## src/design/stn_pkg.sv

```systemverilog
// shared constants, types and functions of the serial trim access block
package stn_pkg;
    localparam int CLK_MHZ = 250;
    localparam int UNLOCK_DEADLINE_MS = 8;
    localparam int UNLOCK_DEADLINE_CYC = UNLOCK_DEADLINE_MS * 1000 * CLK_MHZ;
    localparam int READ_DELAY_US = 50;
    localparam int READ_DELAY_CYC = READ_DELAY_US * CLK_MHZ;
    localparam int MIN_RATE_KBPS = 32;
    localparam int HALF_BIT_MAX_CYC = CLK_MHZ * 1000 / (2 * MIN_RATE_KBPS);
    localparam int CNT_W = 16;
    localparam int READ_FRAME_BITS = 12;
    localparam int WRITE_FRAME_BITS = 42;
    localparam int ACK_FRAME_BITS = 35;
    localparam logic [5:0] ADDR_TRIM = 6'h00;
    localparam logic [5:0] ADDR_DEBUG = 6'h10;
    localparam logic [5:0] ADDR_SHADOW = 6'h20;
    localparam logic [5:0] ADDR_KEY = 6'h24;
    localparam int ADDR_SPACE_BIT = 5;
    localparam logic [29:0] UNLOCK_KEY = 30'h2781_1f77;
    localparam int LOCK_BIT = 23;
    localparam int DBG_OUT_OFF_BIT = 0;
    localparam int DBG_SHADOW_BIT = 1;
    localparam logic [1:0] DEBUG_RESET = 2'h0;
    localparam logic [22:0] SHADOW_RESET = 23'h0;
    localparam logic [2:0] CRC_POLY = 3'h3;
    localparam logic [2:0] CRC_INIT = 3'h0;
    typedef enum logic [1:0] {
        ECC_OK = 2'b00, ECC_FIXED = 2'b01, ECC_FAIL = 2'b10
    } stn_ecc_t;
    typedef struct packed {
        logic limiter_off;
        logic output_invert;
        logic signed [8:0] zero_field_level_trim;
        logic [1:0] coarse_gain_range;
        logic signed [8:0] fine_gain_trim;
    } stn_trim_t;
    typedef struct packed {
        logic frame_done;
        logic [5:0] nbits;
        logic [41:0] bits;
        logic [CNT_W-1:0] half;
    } stn_rx_t;
    // msb first over the low n bits of d
    function automatic logic [2:0] crc3(input logic [38:0] d, input int n);
        logic [2:0] c;
        c = CRC_INIT;
        for (int i = 38; i >= 0; i--) begin
            if (i < n) begin
                c = {c[1:0], 1'b0} ^ ((c[2] ^ d[i]) ? CRC_POLY : 3'h0);
            end
        end
        return c;
    endfunction
    // check bits: hamming over positions 1..29 plus overall parity
    function automatic logic [5:0] ham_check(input logic [23:0] d);
        logic [5:0] c;
        int j;
        c = 6'h00;
        j = 0;
        for (int p = 1; p < 30; p++) begin
            if ((p & (p - 1)) != 0) begin
                for (int k = 0; k < 5; k++) begin
                    if (p[k]) begin
                        c[k] = c[k] ^ d[j];
                    end
                end
                j++;
            end
        end
        c[5] = ^{c[4:0], d};
        return c;
    endfunction
endpackage

```

## src/design/stn_ecc_decode.sv

```systemverilog
// corrects one stored word and grades its integrity
`timescale 1ns/1ps
module stn_ecc_decode (
    input wire logic [29:0] word,
    output logic [23:0] data,
    output stn_pkg::stn_ecc_t status
);
    import stn_pkg::*;
    logic [5:0] chk;
    logic [4:0] syn;
    logic par;
    int j;
    always_comb begin
        j = 0;
        chk = ham_check(word[23:0]);
        syn = chk[4:0] ^ word[28:24];
        par = ^word;
        data = word[23:0];
        for (int p = 1; p < 30; p++) begin
            if ((p & (p - 1)) != 0) begin
                if (par && syn == p[4:0]) begin
                    data[j] = ~data[j];
                end
                j++;
            end
        end
        // odd parity means one flip; even parity with syndrome means two
        if (!par && syn == 5'h00) begin
            status = ECC_OK;
        end else if (par) begin
            status = ECC_FIXED;
        end else begin
            status = ECC_FAIL;
        end
    end
endmodule

```

## src/design/stn_man_rx.sv

```systemverilog
// manchester frame receiver with per-frame bit rate tracking
`timescale 1ns/1ps
module stn_man_rx (
    input wire logic mclk,
    input wire logic rst_b,
    input wire logic line,
    output stn_pkg::stn_rx_t rx
);
    import stn_pkg::*;
    typedef enum logic [1:0] {
        RX_IDLE = 2'b00, RX_FIRST = 2'b01, RX_RUN = 2'b10
    } stn_rx_state_t;
    stn_rx_state_t state;
    logic prev;
    logic done;
    logic [5:0] nbits;
    logic [41:0] bits;
    logic [CNT_W-1:0] cnt;
    logic [CNT_W-1:0] half;
    logic rise;
    logic fall;
    assign rise = line & ~prev;
    assign fall = ~line & prev;
    assign rx = '{frame_done: done, nbits: nbits, bits: bits, half: half};
    always_ff @(posedge mclk or negedge rst_b) begin
        if (!rst_b) begin
            prev <= 1'b1;
            state <= RX_IDLE;
            done <= 1'b0;
            nbits <= 6'h00;
            bits <= 42'h0;
            cnt <= '0;
            half <= '0;
        end else begin
            prev <= line;
            done <= 1'b0;
            if (cnt != '1) begin
                cnt <= cnt + 1'b1;
            end
            case (state)
                RX_IDLE: begin
                    // line idles high, so a frame opens with a fall
                    if (fall) begin
                        cnt <= '0;
                        state <= RX_FIRST;
                    end
                end
                RX_FIRST: begin
                    if (rise) begin
                        half <= cnt + 1'b1;
                        bits <= 42'h0;
                        nbits <= 6'h01;
                        cnt <= '0;
                        state <= RX_RUN;
                    end else if (int'(cnt) > 2 * HALF_BIT_MAX_CYC) begin
                        state <= RX_IDLE;
                    end
                end
                RX_RUN: begin
                    // edges before 1.5 half bits are cell boundaries
                    if ((rise | fall) && cnt >= half + (half >> 1)) begin
                        bits <= {bits[40:0], fall};
                        if (nbits != 6'h3f) begin
                            nbits <= nbits + 1'b1;
                        end
                        cnt <= '0;
                    end else if (int'(cnt) > 3 * int'(half)) begin
                        done <= 1'b1;
                        state <= RX_IDLE;
                    end
                end
                default: state <= RX_IDLE;
            endcase
        end
    end
endmodule

```

## src/design/stn_nvm_access.sv

```systemverilog
// serial access, unlock, ecc store and trim outputs of the sensor
// Behaviour
// - address top bit picks store or registers; debug at 0x10 is a register
// - read answer: sync, thirty data, crc
// - answer holds data low, status above
// - check bits computed here, sent ones ignored
// - key write at 0x24 unlocks access
// - key first and in time, else refused
// - word zero holds gain, range, level trims
// - word zero holds invert, limiter, lock flags
// - nine bit trims are two's complement
// - word one is a free scratch field
// - debug bit zero turns analog output off
// - debug bit one enables shadow override
// - stored word: 24 data, 6 check bits
// - hamming correction active from power up
// - status: ok, corrected, uncorrectable
// - uncorrectable error: output off, no response
// - every answer carries thirty data bits
// - manchester: one falls, zero rises
// - answer starts after the read delay
`timescale 1ns/1ps
module stn_nvm_access #(
    parameter int NVM_WORDS = 2,
    parameter int UNLOCK_DEADLINE = stn_pkg::UNLOCK_DEADLINE_CYC,
    parameter int READ_DELAY = stn_pkg::READ_DELAY_CYC,
    parameter logic [29:0] NVM_INIT = 30'h0
) (
    input wire logic mclk,
    input wire logic rst_b,
    input wire logic vcc_manchester_in,
    output logic sensor_output_pin_out,
    output logic sensor_output_pin_oe,
    output logic analog_output_enable,
    output logic field_response_enable,
    output stn_pkg::stn_trim_t trim,
    output logic access_open,
    output logic ecc_fault
);
    import stn_pkg::*;
    localparam int IDX_W = $clog2(NVM_WORDS);
    localparam int DL_W = $clog2(UNLOCK_DEADLINE + 1);
    localparam int WT_W = $clog2(READ_DELAY + 2);

    typedef enum logic [1:0] {
        ACC_WAIT = 2'b00, ACC_OPEN = 2'b01, ACC_REFUSED = 2'b10
    } stn_access_t;
    typedef enum logic [1:0] {
        TX_IDLE = 2'b00, TX_WAIT = 2'b01, TX_SEND = 2'b10
    } stn_tx_t;

    logic [2:0] vin_sync;
    logic vin_level;
    stn_rx_t rx;
    stn_access_t access;
    stn_tx_t tx_state;
    logic [DL_W-1:0] dl_cnt;
    logic [29:0] nvm [NVM_WORDS];
    logic [1:0] debug;
    logic [22:0] shadow;
    logic fault;
    logic rd_ok;
    logic wr_ok;
    logic [5:0] r_addr;
    logic [5:0] w_addr;
    logic [29:0] w_data;
    logic is_key;
    logic can_access;
    logic lock_set;
    logic nvm_wr;
    logic [23:0] w0_data;
    stn_ecc_t w0_status;
    logic [23:0] rd_data;
    stn_ecc_t rd_status;
    logic [29:0] rd_word;
    logic [29:0] payload;
    logic [IDX_W-1:0] r_idx;
    logic r_in_nvm;
    logic [22:0] trim_src;
    logic [ACK_FRAME_BITS-1:0] ack_frame;
    logic [5:0] bit_idx;
    logic phase;
    logic [CNT_W-1:0] half_r;
    logic [CNT_W-1:0] tcnt;
    logic [WT_W-1:0] wait_cnt;
    logic [WT_W-1:0] wait_tgt;
    logic [WT_W-1:0] next_wait_tgt;
    int tgt_i;

    // three stage sampling; a change counts once stages two and three agree
    always_ff @(posedge mclk or negedge rst_b) begin
        if (!rst_b) begin
            vin_sync <= 3'h7;
        end else begin
            vin_sync <= {vin_sync[1:0], vcc_manchester_in};
        end
    end

    always_ff @(posedge mclk or negedge rst_b) begin
        if (!rst_b) begin
            vin_level <= 1'b1;
        end else if (vin_sync[1] == vin_sync[2]) begin
            vin_level <= vin_sync[2];
        end
    end

    stn_man_rx u_rx (
        .mclk(mclk),
        .rst_b(rst_b),
        .line(vin_level),
        .rx(rx)
    );

    assign r_addr = rx.bits[8:3];
    assign w_addr = rx.bits[38:33];
    assign w_data = rx.bits[32:3];

    // crc must match or frame dropped
    always_comb begin
        rd_ok = rx.frame_done && int'(rx.nbits) == READ_FRAME_BITS
            && rx.bits[11:10] == 2'b00 && rx.bits[9]
            && crc3({30'h0, rx.bits[11:3]}, 9) == rx.bits[2:0];
        wr_ok = rx.frame_done && int'(rx.nbits) == WRITE_FRAME_BITS
            && rx.bits[41:40] == 2'b00 && !rx.bits[39]
            && crc3(rx.bits[41:3], 39) == rx.bits[2:0];
    end

    assign is_key = wr_ok && w_addr == ADDR_KEY && w_data == UNLOCK_KEY;
    assign can_access = access == ACC_OPEN;

    always_ff @(posedge mclk or negedge rst_b) begin
        if (!rst_b) begin
            dl_cnt <= '0;
        end else if (int'(dl_cnt) < UNLOCK_DEADLINE) begin
            dl_cnt <= dl_cnt + 1'b1;
        end
    end

    // first frame must be key, in time
    always_ff @(posedge mclk or negedge rst_b) begin
        if (!rst_b) begin
            access <= ACC_WAIT;
        end else begin
            case (access)
                ACC_WAIT: begin
                    if (int'(dl_cnt) >= UNLOCK_DEADLINE) begin
                        access <= ACC_REFUSED;
                    end else if (rd_ok || wr_ok) begin
                        access <= is_key ? ACC_OPEN : ACC_REFUSED;
                    end
                end
                ACC_OPEN: access <= ACC_OPEN;
                // refusal lasts until the next power cycle
                default: access <= ACC_REFUSED;
            endcase
        end
    end

    stn_ecc_decode u_ecc_w0 (
        .word(nvm[0]),
        .data(w0_data),
        .status(w0_status)
    );

    assign lock_set = w0_data[LOCK_BIT];

    // space selected by top address bit, except debug at 0x10
    assign r_in_nvm = !r_addr[ADDR_SPACE_BIT] && r_addr != ADDR_DEBUG
        && int'(r_addr) < NVM_WORDS;
    assign r_idx = r_addr[IDX_W-1:0];
    assign nvm_wr = can_access && wr_ok && !w_addr[ADDR_SPACE_BIT]
        && w_addr != ADDR_DEBUG && int'(w_addr) < NVM_WORDS && !lock_set;

    always_ff @(posedge mclk or negedge rst_b) begin
        if (!rst_b) begin
            for (int i = 0; i < NVM_WORDS; i++) begin
                nvm[i] <= NVM_INIT;
            end
        end else if (nvm_wr) begin
            nvm[w_addr[IDX_W-1:0]] <= {ham_check(w_data[23:0]), w_data[23:0]};
        end
    end

    always_ff @(posedge mclk or negedge rst_b) begin
        if (!rst_b) begin
            debug <= DEBUG_RESET;
        end else if (can_access && wr_ok && w_addr == ADDR_DEBUG) begin
            debug <= w_data[1:0];
        end
    end

    always_ff @(posedge mclk or negedge rst_b) begin
        if (!rst_b) begin
            shadow <= SHADOW_RESET;
        end else if (can_access && wr_ok && w_addr == ADDR_SHADOW) begin
            shadow <= w_data[22:0];
        end
    end

    assign rd_word = nvm[r_idx];

    stn_ecc_decode u_ecc_rd (
        .word(rd_word),
        .data(rd_data),
        .status(rd_status)
    );

    always_comb begin
        payload = 30'h0;
        if (r_addr == ADDR_SHADOW) begin
            payload = {7'h0, shadow};
        end else if (r_in_nvm) begin
            payload = {4'h0, rd_status, rd_data};
            if (r_idx == '0) begin
                payload[LOCK_BIT] = 1'b0;
            end
        end
    end

    always_ff @(posedge mclk or negedge rst_b) begin
        if (!rst_b) begin
            fault <= 1'b0;
        end else if (w0_status == ECC_FAIL) begin
            fault <= 1'b1;
        end else if (rd_ok && r_in_nvm && rd_status == ECC_FAIL) begin
            fault <= 1'b1;
        end
    end

    // delay less the receiver's end timeout and an eighth bit
    always_comb begin
        tgt_i = READ_DELAY - (5 * int'(rx.half)) / 2 - int'(rx.half) / 4;
        if (tgt_i < 1) begin
            tgt_i = 1;
        end
        next_wait_tgt = WT_W'(tgt_i);
    end

    always_ff @(posedge mclk or negedge rst_b) begin
        if (!rst_b) begin
            tx_state <= TX_IDLE;
            ack_frame <= '0;
            half_r <= '0;
            wait_cnt <= '0;
            wait_tgt <= '0;
        end else begin
            case (tx_state)
                TX_IDLE: begin
                    if (rd_ok && can_access) begin
                        ack_frame <= {2'b00, payload,
                            crc3({7'h0, 2'b00, payload}, 32)};
                        half_r <= rx.half;
                        wait_cnt <= '0;
                        wait_tgt <= next_wait_tgt;
                        tx_state <= TX_WAIT;
                    end
                end
                TX_WAIT: begin
                    if (wait_cnt >= wait_tgt) begin
                        tx_state <= TX_SEND;
                    end else begin
                        wait_cnt <= wait_cnt + 1'b1;
                    end
                end
                TX_SEND: begin
                    if (phase && tcnt == half_r - 1'b1 && bit_idx == 6'h00) begin
                        tx_state <= TX_IDLE;
                    end
                end
                default: tx_state <= TX_IDLE;
            endcase
        end
    end

    // msb first, two half cells per bit
    always_ff @(posedge mclk or negedge rst_b) begin
        if (!rst_b) begin
            bit_idx <= 6'h00;
            phase <= 1'b0;
            tcnt <= '0;
        end else if (tx_state != TX_SEND) begin
            bit_idx <= 6'(ACK_FRAME_BITS - 1);
            phase <= 1'b0;
            tcnt <= '0;
        end else if (tcnt == half_r - 1'b1) begin
            tcnt <= '0;
            phase <= ~phase;
            if (phase && bit_idx != 6'h00) begin
                bit_idx <= bit_idx - 1'b1;
            end
        end else begin
            tcnt <= tcnt + 1'b1;
        end
    end

    // one: high then low; zero: low then high
    always_ff @(posedge mclk or negedge rst_b) begin
        if (!rst_b) begin
            sensor_output_pin_out <= 1'b1;
            sensor_output_pin_oe <= 1'b0;
        end else if (tx_state == TX_SEND) begin
            sensor_output_pin_out <= ack_frame[bit_idx] ^ phase;
            sensor_output_pin_oe <= 1'b1;
        end else begin
            sensor_output_pin_out <= 1'b1;
            sensor_output_pin_oe <= 1'b0;
        end
    end

    always_ff @(posedge mclk or negedge rst_b) begin
        if (!rst_b) begin
            analog_output_enable <= 1'b0;
            field_response_enable <= 1'b0;
        end else begin
            analog_output_enable <= !debug[DBG_OUT_OFF_BIT] && !fault;
            field_response_enable <= !fault;
        end
    end

    // shadow overrides bits 22 to 0
    assign trim_src = debug[DBG_SHADOW_BIT] ? shadow : w0_data[22:0];

    // trim fields; the gain and level trims are signed nine bit codes
    always_ff @(posedge mclk or negedge rst_b) begin
        if (!rst_b) begin
            trim <= '0;
        end else begin
            trim.fine_gain_trim <= signed'(trim_src[8:0]);
            trim.coarse_gain_range <= trim_src[10:9];
            trim.zero_field_level_trim <= signed'(trim_src[19:11]);
            trim.output_invert <= trim_src[21];
            trim.limiter_off <= trim_src[22];
        end
    end

    always_ff @(posedge mclk or negedge rst_b) begin
        if (!rst_b) begin
            access_open <= 1'b0;
            ecc_fault <= 1'b0;
        end else begin
            access_open <= access == ACC_OPEN;
            ecc_fault <= fault;
        end
    end
endmodule

```

## config.mk

```make
export PLATFORM = sky130hd
export DESIGN_NAME = stn_nvm_access
export DESIGN_NICKNAME = d
export VERILOG_FILES = /design/src/design/stn_pkg.sv /design/src/design/stn_ecc_decode.sv /design/src/design/stn_man_rx.sv /design/src/design/stn_nvm_access.sv
export SDC_FILE = /design/constraint.sdc
export NUM_CORES = 1
export LEC_CHECK = 0
export ABC_AREA = 0
export BUFFER_PORTS_ARGS = -buffer_cell sky130_fd_sc_hd__buf_2
export CAP_MARGIN = 10
export CORE_ASPECT_RATIO = 1.5
export CORE_UTILIZATION = 50
export DETAILED_ROUTE_END_ITERATION = 8
export GPL_TIMING_DRIVEN = 0
export PLACE_DENSITY = 0.65
export SYNTH_ARGS = -nofsm -noshare
export SYNTH_HDL_FRONTEND = slang
export SYNTH_SLANG_ARGS = --single-unit
```

## constraint.sdc

```tcl
create_clock -name mclk -period 6.1 [get_ports mclk]
set_clock_uncertainty 0.2 [all_clocks]
set_input_delay 1.22 -clock mclk [delete_from_list [all_inputs] [get_ports mclk]]
set_output_delay 1.22 -clock mclk [all_outputs]
set_load 0.005 [all_outputs]
```

# --- Word-level counts from Yosys, hierarchy flattened ---
# Cells that the tools add are included.
totals:
  ff_bits: 327
  latch_bits: 0
  ramBits: 0
  rom_bits: 0
  input_bits: 3
  output_inout_bits: 28
  word_cells: 1079
  mem_count: 0
classes:
  add_sub_neg: 33
  multipliers: 2
  div_mod_pow: 0
  n_lt_le_gt_ge: 36
  n_eq_ne: 83
  shifts: 0
  mux: 382
  bitwise: 396
  reduce_logical: 112
ops:
  columns: ["operator", "count"]
  rows:
  - ["$lt A32 B7 Y1 const B", 23]
  - ["$mux W32", 23]
  - ["$add A32 B2 Y32 const B", 22]
  - ["$xor A1 B1 Y1", 254]
  - ["$xor A3 B2 Y3", 77]
  - ["$mux W2", 108]
  - ["$mux W3", 69]
  - ["$eq A5 B5 Y1 const B", 26]
  - ["$mux W16", 8]
  - ["$mux W30", 4]
  - ["$bmux W1 S5", 23]
  - ["$mux W42", 2]
  - ["$pmux W42 S2", 1]
  - ["$mux W1", 82]
  - ["$logic_and A1 B1 Y1", 78]
  - ["$eq A5 B4 Y1 const B", 14]
  - ["$mux W14", 5]
  - ["$mux W23", 3]
  - ["$bwmux W60", 1]
  - ["$reduce_xor A30 Y1", 2]
  - ["$mux W26", 2]
  - ["$not A1 Y1", 51]
  - ["$mux W24", 2]
  - ["$mux W6", 8]
  - ["other kinds (81)", 156]

# --- Depth between registers and ports, before layout ---
depth:
  ltp_word: 181
  ltp_mapped: 27
  mapped_depth_nobuf: 26

# --- Cells and area by module ---
# A second synthesis with hierarchy kept.
unflattened:
  hier_cells: 2288
  area_unflattened_um2: 22738.1
modules_own_cells:
  columns: ["module", "n_inst", "cells_per_inst", "area_per_inst_um2", "seq_area_each_um2"]
  rows:
  - ["stn_nvm_access", 1, 1477, 15277.2, 5987.0]
  - ["stn_man_rx", 1, 543, 5043.6, 2103.3]
  - ["stn_ecc_decode", 2, 134, 1208.7, 0.0]

# --- Worst setup path before layout ---
# OpenSTA, ideal clock, no wires.
synth_timing:
  kind: "register -> register"
  from: "reg u_rx.half[3]"
  to: "reg wait_tgt[10]"
  setup_time_ns: 0.121
  arrival_ns: 4.822
  slack_ns: 0.957
  path_stages_with_launch: 27
  path_buffers: 1
  cell_sequence: "dfrtp_1 > ha_1 > ha_1 > inv_1 > fa_1 > inv_1 > a21oi_1 > o21ai_0 > a21oi_1 > o21ai_0 > a21oi_1 > o21ai_0 > xor2_1 > ha_1 > inv_1 > ha_1 > ha_1 > a21oi_1 > o21bai_1 > a21oi_1 > o21ai_0 > nor2_1 > nor2_1 > o21ai_0 > a21oi_1 > clkbuf_1 > a22o_1"
synth_via:
  elab_chain_len: 6
synth_lines:
  columns: ["item", "line", "source"]
  rows:
  - ["from (decl)", "stn_man_rx.sv:19", "logic [CNT_W-1:0] half;"]
  - ["from (signal assigned)", "stn_man_rx.sv:50", "half <= cnt + 1'b1;"]
  - ["$mul A3 B16 Y19", "stn_nvm_access.sv:232", "tgt_i = READ_DELAY - (5 * int'(rx.half)) / 2 - int'(rx.half) / 4;"]
  - ["$add A32 B1 Y32 (no line)", null, null]
  - ["$sub A15 B32 Y32", "stn_nvm_access.sv:232", null]
  - ["$sub A32 B15 Y32 (*)", "stn_nvm_access.sv:232", null]
  - ["$lt A32 B2 Y1", "stn_nvm_access.sv:233", "if (tgt_i < 1) begin"]
  - ["$mux W14 (*)", "stn_nvm_access.sv:233", null]
  - ["to (signal assigned)", "stn_nvm_access.sv:254", "wait_tgt <= next_wait_tgt;"]
  - ["to (decl)", "stn_nvm_access.sv:86", "logic [WT_W-1:0] wait_tgt;"]
# Mark *: on every way between the ends. The rest lies on a longest branch, timed or not.
# A chain may end at the register's enable or synchronous reset.

# --- Final worst setup path ---
layout_timing:
  from: "reg u_rx.bits[3]"
  to: "reg half_r[13]"
layout_via:
  elab_chain_len: 7
layout_lines:
  columns: ["item", "line", "source"]
  rows:
  - ["from (decl)", "stn_man_rx.sv:17", "logic [41:0] bits;"]
  - ["from (signal assigned)", "stn_man_rx.sv:62", "bits <= {bits[40:0], fall};"]
  - ["$xor A1 B1 Y1", "stn_pkg.sv:49", "c = {c[1:0], 1'b0} ^ ((c[2] ^ d[i]) ? CRC_POLY : 3'h0);"]
  - ["$mux W2", "stn_pkg.sv:49", null]
  - ["$xor A3 B2 Y3", "stn_pkg.sv:49", null]
  - ["$eq A3 B3 Y1", "stn_nvm_access.sv:122", "&& crc3({30'h0, rx.bits[11:3]}, 9) == rx.bits[2:0];"]
  - ["$logic_and A1 B1 Y1", "stn_nvm_access.sv:122", null]
  - ["$logic_and A1 B1 Y1", "stn_nvm_access.sv:249", "if (rd_ok && can_access) begin"]
  - ["$reduce_and A2 Y1 (no line)", null, null]
  - ["to (signal assigned)", "stn_nvm_access.sv:252", "half_r <= rx.half;"]
  - ["to (decl)", "stn_nvm_access.sv:83", "logic [CNT_W-1:0] half_r;"]
# No other way between the ends.

==> impl_metrics.ini <==
[pwr]
max-vdd-ir-drop_mv = 0.1589
p_switching_uw = 1700
clkPwrFrac = 0.376
switching_share = 0.3003
power_density_nw_per_um2 = 236.1
seq_power_share = 0.396
p_int_uw = 3961
comb_power_share = 0.228
p_leak_uw = 0.01061

[sta]
maxSlewHeadroom = 0.3796
tightest_slew_ns = 0.9306
layout_min_cycle_time_ns = 5.728
slew_violations = 0
fin_tns_setup_ns = 0
finalHoldViolCount = 0
setup_viol = 0
rsz0062_at_grt = false
timing.fmax_ghz = 0.1746
timing.final.crit_share = 0.9390

[status]
outcome = finished, final reports clean

[clocking]
cts_root_buf = clkbuf_16
cts_tree = done
clk_pin_slew_worst_paths_ns = 0.06
numCtsBuffers = 35
cts_max_level = 2
holdBufCountCts = 0
clk-insertion-delay-late_ns = 0.55
clockBufferDepth = 3
clkSinkCount = 323

[place]
place_congestion = 0.9570
placed_area_um2 = 22820
numPortBuffers = 30
placedCellCount = 2900
dp_hpwl_um = 45570

[cells_and_area]
fin_area_um2 = 23980
fillers = 3891
multi_input_area_um2 = 12840
fin_util = 0.5570
seq_area_um2 = 8090
drive_above_1_share = 0.08104
final_cells = 2964
num_antenna_cells = 0
syn2layout_area_growth_pct = 9.552
nNetsFinal = 2539

[synth]
yosys-top-cells-count = dfrtp_1, xnor2_1, nand2_1
synth_edf_count = 0
synth_most_common_cell = dfrtp_1
avgSynthCellArea_um2 = 9.525
synth_top_area_frac = 0.3624
ys_top_cells_by_area = dfrtp_1, xnor2_1, ha_1
syn-cell-area_um2 = 21890
yosys_register_bits = 323
ys_types = 74
syn_inst = 2298
async_reset_ff_frac = 1.000
synth_nets = 2469
seq_area_frac_synth = 0.3696
yosys_warnings = 0
synth-main-ff-cell = dfrtp_1
yosys.area.top_type = dfrtp_1

[worst_setup_path]
critPathMostFrequentCell = clkbuf_1
cp_slowest_cell = clkbuf_1
path_depth = 15
worst-path-buf-inv = 8
rr_worst_depth = 15
end_kind = flip-flop
cp_cell_sequence = buf_4, buf_2, buf_1, clkbuf_1, nand4_1, a31oi_1, a21oi_1, or4_1, or4_1, clkbuf_1, inv_1, clkbuf_1, clkbuf_1, nand2_1, nand2_1
cp-start-kind = flip-flop
arrival_ns = 6.00
cp.required_ns = 6.38
reg2reg_slack_ns = 0.37
reg2reg_from = u_rx.bits[3]
cp_max_fo = 10
cp_slowest_stage_delay_ns = 0.74
path_class = reg -> reg
worstReg2RegEnd = half_r[13]
cp_top_family = buffers and inverters

[drt]
route.met2.wl_um = 30470
via_count = 16608
drt_pass1_iterations = 5
drc = 0
top_layer = met4
wirelength_um = 58170
viasPerCell = 5.603
dr_wl_met3_um = 2036
drt_iter0_drc = 949
wl_per_cell_um = 19.63
wl_met1_um = 22250
ant_nets = 0

[hold_path]
hp-start = vin_sync[0]
hold_class = reg -> reg
holdPathEnd = vin_sync[1]
min_path_cells = 0

[global_routing]
grt_overflow_total = 0
grt_pass1_wl_um = 92090
antenna_found_initial = 0
track_usage = 0.2626
grt_max_degree = 127
grt_pass1_vias = 16913

[floorplanning]
dieArea_um2 = 44640
io_pins = 31
initial_core_util = 0.5084
row_count = 93
core_region_area_um2 = 43050
dieWidth_um = 172.8
die_h_um = 258.3

[run]
cap_viol_max_count = 0
-- sequential cells by signal, indices dropped and copies added (netlist names), 14 cells and up --
name	flops
trim	22
dl_cnt	21
u_rx.bits	42
tcnt	16
wait_cnt	14
u_rx.cnt	16
nvm	60
wait_tgt	14
shadow	23
half_r	16
u_rx.half	16
ack_frame	29
-- power by group through the flow --
stage          Clock, uW  Sequential, uW  Combinational [uW]
6_report            2130            2240                1290
5_1_grt             2260            2250                1440
4_1_cts             2190            2240                1290
3_5_place_dp           0            2280                1280
3_3_place_gp           0            2280                1240
2_1_floorplan          0            2260                 952
-- how the worst max path moves through the flow --
stage / slack [ns] / endpoint / start
final: 0.37 / half_r[13] / u_rx.bits[3]
after detailed placement: -0.11 / u_rx.cnt[0] / u_rx.half[1]
after floorplan: 0.96 / wait_tgt[10] / u_rx.half[3]
after global placement: -2.43 / u_rx.cnt[3] / rst_b
after CTS: 0.08 / u_rx.bits[28] / u_rx.half[1]
after global routing: 0.002 / wait_tgt[2] / u_rx.half[2]
-- metrics by stage --
stage	total power [uW]	setup slack [ns]	hold slack, ns
global route	5946	0.001567	0.1596
global placement	3523	-2.430	0.1546
floorplan	3209	0.9569	0.1452
detailed placement	3557	-0.1082	0.1513
CTS	5713	0.07711	0.1600
finish	5662	0.3721	0.1563
-- cells in the final DEF (no fill, tap or decap), types with 54 or more instances in the layout --
| master | count |
|---|---|
| dfrtp_1 | 317 |
| xnor2_1 | 299 |
| nand2_1 | 279 |
| inv_1 | 163 |
| ha_1 | 162 |
| o21ai_0 | 142 |
| nor2_1 | 119 |
| xor2_1 | 95 |
| mux2i_1 | 89 |
| clkbuf_1 | 79 |
| a21oi_1 | 71 |
| mux2_2 | 54 |
-- cell families after synthesis --
kind of cell    Yosys count  share of synthesized area
simple gates            621                     0.1303
compound gates          363                     0.1031
mux                     155                    0.08048
buf+inv                 257                    0.04464
fa+ha+maj               169                    0.09855
flops                   323                     0.3696
xor+xnor                410                     0.1734
-- routing by layer --
layer,GRT usage,vias up
met4,0.1514,0
met5,0,-
li1,-,7948
met2,0.4866,353
met1,0.2904,8167
met3,0.02890,140
-- what timing repair did --
item | 4_1_cts | 5_1_grt
buffers inserted | 0 | 1
resized for setup | 2 | 17
setup endpoints to repair | 11 | 64
-- area by class of cell --
cell class | instances | area share
flip-flops and latches | 323 | 0.3374
well taps | 570 | 0.02974
inverters | 164 | 0.02567
clock inverters | 13 | 0.005531
repair buffers | 33 | 0.009288
multi-input cells | 1718 | 0.5355
clock buffers | 50 | 0.04138
plain buffers | 93 | 0.01550
Note: power is estimated with default switching activity, not from simulation.
